### config.mk
export PLATFORM = sky130hd
export DESIGN_NAME = pcv_top
export DESIGN_NICKNAME = d
export VERILOG_FILES = /design/src/rtl/pcv_pkg.sv /design/src/rtl/pcv_pair.sv /design/src/rtl/pcv_top.sv
export SDC_FILE = /design/constraint.sdc
export NUM_CORES = 1
export LEC_CHECK = 0
export ABC_AREA = 0
export BUFFER_PORTS_ARGS = -buffer_cell sky130_fd_sc_hd__buf_2
export CAP_MARGIN = 25
export CORE_MARGIN = 5
export CORE_UTILIZATION = 40
export CTS_BUF_LIST = sky130_fd_sc_hd__clkbuf_8
export DETAILED_ROUTE_END_ITERATION = 8
export PLACE_DENSITY_LB_ADDON = 0.25
export SLEW_MARGIN = 20
export SYNTH_ARGS = -nofsm -noshare
export SYNTH_HDL_FRONTEND = slang
export SYNTH_SLANG_ARGS = --single-unit
### constraint.sdc
create_clock -name mclk -period 7.45 [get_ports mclk]
set_input_delay 0.3725 -clock mclk [delete_from_list [all_inputs] [get_ports mclk]]
set_output_delay 0.3725 -clock mclk [all_outputs]
set_load 0.005 [all_outputs]
### src/rtl/pcv_pkg.sv
package pcv_pkg;
  // Counter and value width
  localparam int          PCV_W          = 16;
  // Free-running top count and the step before it
  localparam logic [15:0] PCV_FREE_TOP   = 16'hffff;
  localparam logic [15:0] PCV_FREE_PRE   = 16'hfffe;
  // Reset value and count step
  localparam logic [15:0] PCV_ZERO       = 16'h0000;
  localparam logic [15:0] PCV_ONE        = 16'h0001;
  // Clock source selection that stops the counter
  localparam logic [1:0]  PCV_CLK_OFF    = 2'h0;

  // Byte-pair write coherency states
  typedef enum logic [2:0] {
    PCV_WR_IDLE = 3'h1,
    PCV_WR_HALF = 3'h2,
    PCV_WR_FULL = 3'h4
  } pcv_wr_t;

  // Effective counter top: modulo of 0 or all ones means free running
  function automatic logic [15:0] pcv_top(input logic [15:0] modv);
    pcv_top = (modv == PCV_ZERO || modv == PCV_FREE_TOP) ? PCV_FREE_TOP : modv;
  endfunction : pcv_top
endpackage : pcv_pkg

### src/rtl/pcv_pair.sv
`timescale 1ns/1ps
// Byte-pair write buffer: the first byte is held, the pair completes on the second
module pcv_pair
  import pcv_pkg::*;
(
  // Clock and reset
  input  wire logic        mclk,
  input  wire logic        reset,
  // Byte writes
  input  wire logic        wr_hi,
  input  wire logic        wr_lo,
  input  wire logic [7:0]  wr_data,
  // Coherency reset and consume
  input  wire logic        clr,
  input  wire logic        take,
  // Buffered word
  output logic [15:0]      word_r,
  output logic             full
);
  import pcv_pkg::*;

  pcv_wr_t     st_r;
  logic        first_hi_r;

  assign full = (st_r == PCV_WR_FULL);

  // Pair state; a clear abandons a half written pair
  always_ff @(posedge mclk) begin
    if (reset || clr) begin
      st_r <= PCV_WR_IDLE;
      first_hi_r <= 1'b0;
    end else begin
      case (st_r)
        PCV_WR_IDLE: if (wr_hi || wr_lo) begin
          st_r <= PCV_WR_HALF;   // see RULE13
          first_hi_r <= wr_hi;
        end
        PCV_WR_HALF: if ((first_hi_r && wr_lo) || (!first_hi_r && wr_hi)) begin
          st_r <= PCV_WR_FULL;   // see RULE13
        end
        // A new first byte wins over the load that consumes the old pair
        PCV_WR_FULL: if (wr_hi || wr_lo) begin
          st_r <= PCV_WR_HALF;   // see RULE13
          first_hi_r <= wr_hi;
        end else if (take) begin
          st_r <= PCV_WR_IDLE;
        end
        default: st_r <= PCV_WR_IDLE;
      endcase
    end
  end

  // Byte storage
  always_ff @(posedge mclk) begin
    if (reset) begin
      word_r <= PCV_ZERO;
    end else if (!clr) begin
      if (wr_hi) word_r[15:8] <= wr_data;
      if (wr_lo) word_r[7:0] <= wr_data;
    end
  end

  a_pair_full_needs_two: assert property (@(posedge mclk) disable iff (reset)
    $rose(full) |-> $past(st_r) == PCV_WR_HALF) // see RULE13
    else $error("pair completed without first byte");
endmodule : pcv_pair

### src/rtl/pcv_top.sv
`timescale 1ns/1ps
// Operation
// RULE1 - Edge-aligned with clock on: load buffered value when counter goes modulo-1 to modulo
// RULE2 - Center-aligned with clock on: same load point, only after both bytes written
// RULE3 - Free running counter: load happens as count goes 0xfffe to 0xffff
// RULE4 - Center-aligned: value equal to modulo gives output active whole period
// RULE5 - Center-aligned: value equal to modulo minus one gives near full duty
// RULE6 - Center-aligned: zero to nonzero change waits for new period
// RULE7 - Center-aligned: nonzero to zero change finishes current period first
// RULE8 - Control write during debug mode resets modulo byte-pair coherency
// RULE9 - Any control write resets channel value byte-pair coherency
// RULE10 - Software should write control first, then channel value bytes
// RULE11 - Center-aligned counts up to modulo then down; active on down match
// RULE12 - Edge-aligned period is modulo plus one; leading edge at period start
// RULE13 - First byte held in buffer; pair complete after second byte
module pcv_top
  import pcv_pkg::*;
(
  // Clock and reset
  input  wire logic              mclk,
  input  wire logic              reset,
  // Configuration
  input  wire logic              clock_select_high,
  input  wire logic              clock_select_low,
  input  wire logic              center_mode,
  input  wire logic              edge_mode,
  input  wire logic              high_true,
  input  wire logic              count_tick,
  input  wire logic              background_debug_mode,
  // Byte writes
  input  wire logic              timer_status_control_wr,
  input  wire logic              cv_wr_hi,
  input  wire logic              cv_wr_lo,
  input  wire logic              mod_wr_hi,
  input  wire logic              mod_wr_lo,
  input  wire logic [7:0]        wr_data,
  // Status
  output logic [PCV_W-1:0]       channel_compare_value,
  output logic [PCV_W-1:0]       modulo_limit,
  output logic [PCV_W-1:0]       count_r,
  output logic                   count_down_r,
  output logic                   channel_out_r,
  output logic                   cv_pending
);
  import pcv_pkg::*;

  logic [15:0] cv_buf, mod_buf, top, cv_act_r, mod_r, cnt_nxt;
  logic        mod_full, run, at_load, load_cv, load_mod, down_nxt, act_nxt, act_r;
  logic        cv_pair_clr, mod_pair_clr;

  assign run = ({clock_select_high, clock_select_low} != PCV_CLK_OFF) && count_tick
               && !background_debug_mode;
  assign top = pcv_top(mod_r);
  assign cv_pair_clr  = timer_status_control_wr;                            // see RULE9
  assign mod_pair_clr = timer_status_control_wr && background_debug_mode;  // see RULE8

  pcv_pair u_cv (
    .mclk   (mclk),
    .reset  (reset),
    .wr_hi  (cv_wr_hi),
    .wr_lo  (cv_wr_lo),
    .wr_data(wr_data),
    .clr    (cv_pair_clr),
    .take   (load_cv),
    .word_r (cv_buf),
    .full   (cv_pending)
  );

  pcv_pair u_mod (
    .mclk   (mclk),
    .reset  (reset),
    .wr_hi  (mod_wr_hi),
    .wr_lo  (mod_wr_lo),
    .wr_data(wr_data),
    .clr    (mod_pair_clr),
    .take   (load_mod),
    .word_r (mod_buf),
    .full   (mod_full)
  );

  // Counter next value: up/down in center mode, wrap at top otherwise
  always_comb begin
    cnt_nxt  = count_r;
    down_nxt = count_down_r;
    if (center_mode) begin                                                // see RULE11
      if (!count_down_r) begin
        if (count_r >= top) begin
          down_nxt = 1'b1;
          cnt_nxt = count_r - PCV_ONE;
        end else cnt_nxt = count_r + PCV_ONE;
      end else begin
        if (count_r == PCV_ZERO) begin
          down_nxt = 1'b0;
          cnt_nxt = PCV_ONE;
        end else cnt_nxt = count_r - PCV_ONE;
      end
    end else begin
      down_nxt = 1'b0;
      cnt_nxt  = (count_r >= top) ? PCV_ZERO : count_r + PCV_ONE;          // see RULE12
    end
  end

  // Load point: counter steps from top-1 to top (0xfffe to 0xffff when free)
  assign at_load  = run && !count_down_r && (count_r == top - PCV_ONE);    // see RULE1 RULE2 RULE3
  assign load_cv  = at_load && cv_pending && (center_mode || edge_mode);   // see RULE1 RULE2
  assign load_mod = mod_full && (at_load || !run);

  // Counter
  always_ff @(posedge mclk) begin
    if (reset) begin
      count_r <= PCV_ZERO;
      count_down_r <= 1'b0;
    end else if (run) begin
      count_r <= cnt_nxt;
      count_down_r <= down_nxt;
    end
  end

  // Active channel value, loaded only at the period boundary
  always_ff @(posedge mclk) begin
    if (reset) cv_act_r <= PCV_ZERO;
    else if (load_cv) cv_act_r <= cv_buf;                                 // see RULE6 RULE7
  end

  // Modulo register
  always_ff @(posedge mclk) begin
    if (reset) mod_r <= PCV_ZERO;
    else if (load_mod) mod_r <= mod_buf;
  end

  // Active level decision from next count and direction
  always_comb begin
    act_nxt = act_r;
    if (center_mode) begin
      if (cv_act_r == PCV_ZERO) act_nxt = 1'b0;
      else if (cv_act_r >= top) act_nxt = 1'b1;                           // see RULE4
      else if (down_nxt && cnt_nxt == cv_act_r) act_nxt = 1'b1;           // see RULE11 RULE5
      else if (!down_nxt && cnt_nxt == cv_act_r) act_nxt = 1'b0;          // see RULE11
    end else if (edge_mode) begin
      if (cnt_nxt == PCV_ZERO) act_nxt = (cv_act_r != PCV_ZERO);          // see RULE12
      else if (cnt_nxt == cv_act_r) act_nxt = 1'b0;
    end else act_nxt = 1'b0;
  end

  always_ff @(posedge mclk) begin
    if (reset) act_r <= 1'b0;
    else if (run) act_r <= act_nxt;
  end

  // Polarity applied on the registered output
  always_ff @(posedge mclk) begin
    if (reset) channel_out_r <= 1'b0;
    else channel_out_r <= (run ? act_nxt : act_r) ^ !high_true;
  end

  assign channel_compare_value = cv_act_r;
  assign modulo_limit = mod_r;

  a_cv_load_point: assert property (@(posedge mclk) disable iff (reset)
    (cv_act_r != $past(cv_act_r)) |-> $past(at_load && cv_pending)) // see RULE1
    else $error("channel value changed off load point");
  a_cv_center_load: assert property (@(posedge mclk) disable iff (reset)
    (center_mode && load_cv) |-> count_r == top - PCV_ONE) // see RULE2
    else $error("center load off modulo-1");
  a_free_load: assert property (@(posedge mclk) disable iff (reset)
    (load_cv && top == PCV_FREE_TOP) |-> count_r == PCV_FREE_PRE) // see RULE3
    else $error("free load off 0xfffe");
  a_full_duty: assert property (@(posedge mclk) disable iff (reset)
    (run && center_mode && cv_act_r == top) |=> act_r) // see RULE4
    else $error("full duty not held");
  a_near_full: assert property (@(posedge mclk) disable iff (reset)
    (run && center_mode && count_down_r && cnt_nxt == cv_act_r && cv_act_r != PCV_ZERO)
    |=> act_r) // see RULE5
    else $error("down match did not go active");
  a_zero_hold: assert property (@(posedge mclk) disable iff (reset)
    (center_mode && cv_act_r == PCV_ZERO && !load_cv) |=> cv_act_r == PCV_ZERO) // see RULE6
    else $error("zero value left early");
  a_nz_finish: assert property (@(posedge mclk) disable iff (reset)
    (cv_act_r != PCV_ZERO && !load_cv) |=> cv_act_r == $past(cv_act_r)) // see RULE7
    else $error("nonzero value replaced mid period");
  a_mod_clr_bdm: assert property (@(posedge mclk) disable iff (reset)
    mod_pair_clr |=> !mod_full) // see RULE8
    else $error("modulo coherency not reset");
  a_cv_clr: assert property (@(posedge mclk) disable iff (reset)
    timer_status_control_wr |=> !cv_pending) // see RULE9
    else $error("channel coherency not reset");
  a_center_turn: assert property (@(posedge mclk) disable iff (reset)
    (run && center_mode && count_r >= top && !count_down_r) |=> count_down_r) // see RULE11
    else $error("no turn at modulo");
  a_edge_wrap: assert property (@(posedge mclk) disable iff (reset)
    (run && !center_mode && count_r >= top) |=> count_r == PCV_ZERO) // see RULE12
    else $error("edge period wrong");

  c_load: cover property (@(posedge mclk) load_cv);
  c_turn: cover property (@(posedge mclk) center_mode && $rose(count_down_r));
  c_clr:  cover property (@(posedge mclk) cv_pair_clr && cv_pending);
endmodule : pcv_top

# == After elaboration in Yosys (flattened, before gate mapping) ==
# Index checks and enable logic that the tools add are counted.
# word_totals
regBits,91
latch_bits,0
mem_bits_rw,0
romBits,0
input_bits,22
out_inout_bits,51
wordCells,112
n_memories,0
# op_classes
add_sub_neg,3
mul,0
div,0
n_lt_le_gt_ge,2
eq_ne,15
shifts,0
muxes,29
bitwise_logic,3
n_reduce_logical,46
# op_table
operator,n
16-bit two-way mux,6
16-bit zero test,4
16-bit equality test,2
16-bit greater-or-equal comparator,2
16-bit by 1-bit subtractor with 16-bit output (second input constant),2
3-bit two-way mux,8
3-bit one-hot mux with 3 select lines,2
16-bit by 1-bit adder with 16-bit output (second input constant),1
16-bit equality test (second input constant),1
16-bit nonzero test,1
1-bit logical AND,14
1-bit two-way mux,13
2-bit AND reduction,6
1-bit logical OR,9
2-bit by 1-bit != test with 1-bit output (second input constant),4
1-bit zero test,7
3-bit by 1-bit equality test with 1-bit output (second input constant),2
3-bit by 2-bit equality test with 1-bit output (second input constant),2
3-bit equality test (second input constant),2
3-bit by 1-bit != test with 1-bit output (second input constant),2
3-bit AND reduction,2
2-bit OR reduction,2
1-bit NOT,2
2-bit nonzero test,1
1-bit bitwise XOR,1

# == Logic depth before layout (Yosys ltp) ==
# logic_depth
word_depth,16
depth_mapped,21

# == By module ==
# Synthesis repeated with hierarchy kept, for this count alone.
# unflattened
hier_cells,773
hier_area_um2,6431.2
# by_module_without_submodules
module,instances,cells_per_inst,area_per_inst_um2,seq_area_each_um2
pcv_top,1,617,4789.6,1021.0
pcv_pair,2,78,820.8,400.4

# == Least setup slack after synthesis ==
# Ideal clock, no wire load.
# synth_path
path_kind,register -> register
startpoint,"register mod_r[1], in the netlist modulo_limit[1]"
endpoint,register channel_out_r
setup_time_ns,0.115
arrival_ns,5.145
t_required_ns,7.335
path_slack_ns,2.190
path_stages_with_launch,21
cell_sequence,dfxtp_1 buf_6 or4_4 or4_1 buf_4 o31ai_2 clkbuf_1 nor2_1 ha_1 a21oi_1 o21ai_0 a21o_1 nor3_1 a21oi_2 a2111oi_4 and3_1 o2111a_2 a41oi_1 o31ai_2 a31oi_1 o21ba_1
# synth_between
elab_chain_len,16
# synth_lines
element,line,text
start: declaration,pcv_top.sv:47,"logic [15:0] cv_buf, mod_buf, top, cv_act_r, mod_r, cnt_nxt;"
start signal: assignment,pcv_top.sv:128,else if (load_mod) mod_r <= mod_buf;
16-bit equality test or 16-bit zero test (tied branches),pcv_pkg.sv:22,pcv_top = (modv == PCV_ZERO || modv == PCV_FREE_TOP) ? PCV_FREE_TOP : modv;
1-bit logical OR,pcv_pkg.sv:22,
16-bit two-way mux *,pcv_pkg.sv:22,
16-bit greater-or-equal comparator,"pcv_top.sv:87, pcv_top.sv:99",
16-bit two-way mux or 1-bit two-way mux (tied branches),pcv_top.sv:87,if (count_r >= top) begin
16-bit two-way mux or 1-bit two-way mux (tied branches),pcv_top.sv:86,if (!count_down_r) begin
16-bit two-way mux or 1-bit two-way mux (tied branches),pcv_top.sv:85,if (center_mode) begin
16-bit equality test or 1-bit zero test (tied branches),"pcv_top.sv:137, pcv_top.sv:138, pcv_top.sv:141",
1-bit logical AND,pcv_top.sv:138,else if (!down_nxt && cnt_nxt == cv_act_r) act_nxt = 1'b0;
1-bit two-way mux,pcv_top.sv:138,
1-bit two-way mux,pcv_top.sv:137,else if (down_nxt && cnt_nxt == cv_act_r) act_nxt = 1'b1;
1-bit two-way mux,pcv_top.sv:136,else if (cv_act_r >= top) act_nxt = 1'b1;
1-bit two-way mux,pcv_top.sv:135,if (cv_act_r == PCV_ZERO) act_nxt = 1'b0;
1-bit two-way mux *,pcv_top.sv:134,if (center_mode) begin
1-bit two-way mux *,--,
1-bit bitwise XOR *,pcv_top.sv:153,else channel_out_r <= (run ? act_nxt : act_r) ^ !high_true;
end signal: assignment,pcv_top.sv:153,
end: declaration,pcv_top.sv:42,"output logic channel_out_r,"
# Mark *: on every way between the ends. The rest lies on a longest branch, timed or not.
# A chain may end at the register's enable or synchronous reset.

# == Worst setup path in the final report ==
# Same ends and word-level chain as after synthesis.

==> metrics <==
outcome finished, final reports clean; die height 138 um; wire per inst 19.8 um; HPWL Detailed between 15000 and 20000 um; Avg Inst Size Synth 7.89 um2; gr ovfl total 0; most frequent cells in the layout 114 x nor2_1, 91 x dfxtp_1, 80 x nand2_1; Yosys warning count 0; number of global-route vias before repair about 6000; CTS Root Cell clkbuf_8; share of cells above drive strength 1 14.0%; Initial Util around two fifths; CP most frequent cell nor3_1; GP Congestion slightly below 1; Mapped Nets 886; R2R Path Start modulo_limit[1]; CTS HTree Levels 3; FF+latch area 1820 um2; Async S/R FF share, synth 0%; cts hold-fix bufs 0; peak supply drop approximately 0.14 mV; CP max-delay cell or4_1; kind of critical path flop to flop; fillers 1653; Inserted Diodes 0; dpl ws approximately 1.5 ns; CP endpoint kind flop; routed vias 6463; relative slew slack 33.2%; CP startpoint modulo_limit[1]; Worst Reg-to-Reg Cells 18; pwr dens 147 nW/um2; final critical-path setup slack 1.46 ns; dominant cell type by area after synthesis dfxtp_1; Pre-antenna DRT Iters 5; most common cell after layout, fill and taps aside nor2_1; DIE AREA 19100 um2; CP cell instances or4_4 -> or4_1 -> nor3_1 -> nor2_1 -> ha_1 -> nand2_1 -> o21ai_0 -> a21o_1 -> nor3_1 -> a21oi_2 -> buf_4 -> a211o_1 -> and2_1 -> nor4_1 -> nand4_1 -> a2bb2oi_1 -> and4_1 -> o21ba_1; busiest grt layer met2; TritonCTS Buffers 9; Site Rows 46; Nets 928; Worst-Skew Late Latency 0.39 ns; Critical Path Max Stage Delay 0.67 ns; Core ar. approximately 16000 um2; #FFs+latches synth 91; 1st-iter DRT viols 664; Crit Path Max Fanout 14; top area cells in the synthesized netlist dfxtp_1 28%, mux2i_1 8.1%, nor2_1 6.5%; Final Max Tran Viols 0; Max Clk Rate ~170 MHz; Hold WC Path Type primary input to flop; Seq/Total Area, Yosys ~28%; met2 Use GR 33.1%; non-filler instance count after layout 1095; first-pass GRT wire length 34100 um; area share of the largest cell type after synthesis between 20% and 30%; initial antenna violation count 0; Top delay family on crit path simple AND/OR/NAND/NOR gates; Hold Fails Final Rpt 0; Stages on worst setup path 18; Mapped Cells 832; Sink Count 91; pin count of the biggest net entering global routing 89; GR met1 Demand/Resource 31.3%; DIE WIDTH 138 um; Antenna Violating Nets Remaining 0; CTS Buffer Depth 2; Area Growth Syn to Fin 11.1%; cts repair resizes 0; total power between 1000 and 1500 uW; Total GRT Usage 22.0%; Worst EP required 7.73 ns; DRC 0; via density per instance a little under 6; Post-synth EDFFs 0; Reg2Reg Setup Slack between 1 and 1.5 ns; WL final 21600 um; placed insts 1078; Post-CTS Setup Bufs 0; worst-case clock skew 0.0171 ns; Distinct cells, synth just over 80; crit start category flop; max_cap viols 0; clk slew on worst S/H paths about 0.10 ns; crit path buf inv count 1; leakage 0.00327 uW; ys flop type dfxtp_1; Setup crit end channel_out_r; setup tns final 0 ns; worst slew pin tran 0.999 ns; final setup fails 0; Reg-to-Reg End channel_out_r; Mapped Area between 6000 and 7000 um2; Multi-input gate area 4450 um2; met3 Use GR 4.55%; crit path DAT 6.27 ns; crit share post-route 80.4%; RSZ-0062 raised after global routing false; CTS tree yes; IO Count 73; Port-buffer cells 72; min Tclk post-route 5.99 ns
[flip-flops by register name, summed over array words and instances (netlist names)]
| name | cells |
|---|---|
| count_r | 16 |
| u_mod.first_hi_r | 1 |
| u_cv.st_r | 3 |
| u_cv.first_hi_r | 1 |
| count_down_r | 1 |
| u_mod.st_r | 3 |
| act_r | 1 |
| u_mod.word_r | 16 |
| channel_out_r | 1 |
| channel_compare_value | 16 |
| modulo_limit | 16 |
| u_cv.word_r | 16 |
[worst register-to-register path, cell delays in order (launching register included)]
cell	delay (ns)
dfxtp_1	0.42
or4_4	0.57
or4_1	0.67
nor3_1	0.47
nor2_1	0.19
ha_1	0.33
nand2_1	0.08
o21ai_0	0.14
a21o_1	0.38
nor3_1	0.62
a21oi_2	0.11
buf_4	0.20
a211o_1	0.31
and2_1	0.20
nor4_1	0.39
nand4_1	0.22
a2bb2oi_1	0.21
and4_1	0.23
o21ba_1	0.16
[layout make-up]
class | instances | area share, %
well taps | 216 | 3.71
flip-flops and latches | 91 | 25.0
inverters | 19 | 0.978
clock inverters | 6 | 1.44
clock buffers | 10 | 1.89
multi-input cells | 670 | 61.0
repair buffers | 83 | 6.04
[cell families (layout without fill, tap and decap cells)]
family | Yosys count | count (layout) | synth area share, %
compound gates | 187 | 187 | 21.1
buf+inv | 71 | 118 | 4.54
mux | 55 | 55 | 8.42
xor+xnor | 39 | 39 | 5.20
simple gates | 357 | 357 | 26.9
flops | 91 | 91 | 27.7
fa+ha+maj | 32 | 32 | 6.10
[synth_stat cells, drive strengths merged, types with 5 or more instances]
library cell and n:
nor4 11, a21oi 64, nor2 114, xor2 13
o2111a 5, nor3 24, ha 32, a31oi 8
o31ai 7, a21o 5, dfxtp 91, nor2b 9
nand4 21, or4 8, nand3 24, and3 13
xnor2 26, or3 8, nor3b 5, and2 14
a211oi 7, nand2 80, o211ai 11, buf 10
clkbuf 42, mux2i 53, inv 19, nand2b 8
o21ai 22, and4 5
[metal layers]
layer	share of wire (%)	vias to the layer above
met5	0	-
met4	2.8	0
met3	8.3	50
met2	43	282
met1	46	2996
li1	-	3135
[worst min path at each step]
stage / cells past startpoint / from / slack [ns] / to
floorplan: 2 / u_mod.word_r[0] / 0.44 / u_mod.word_r[0]
global placement: 2 / u_mod.word_r[12] / 0.44 / u_mod.word_r[12]
detailed placement: 2 / u_mod.word_r[2] / 0.45 / u_mod.word_r[2]
CTS: 2 / timer_status_control_wr / 0.23 / u_cv.st_r[1]
global route: 3 / wr_data[1] / 0.26 / u_mod.word_r[1]
finish: 2 / timer_status_control_wr / 0.25 / u_cv.st_r[1]
[metrics by stage]
| step | util [%] | hold WS [ns] | cell area (um2) |
|---|---|---|---|
| 2_1_floorplan | - | 0.436 | 6570 |
| 3_3_place_gp | 44.0 | 0.444 | 7040 |
| 3_5_place_dp | 44.0 | 0.449 | 7040 |
| 4_1_cts | 45.5 | 0.225 | 7280 |
| 5_1_grt | 45.6 | 0.259 | 7290 |
| 6_report | 45.6 | 0.245 | 7290 |
[power by group]
part | switching [uW] | internal (uW) | total (uW)
clock network | 213 | 206 | 419
registers | 15.1 | 500 | 515
logic | 83.8 | 51.9 | 136
total | 312 | 758 | 1070
Power figures use the tool's default switching activity.
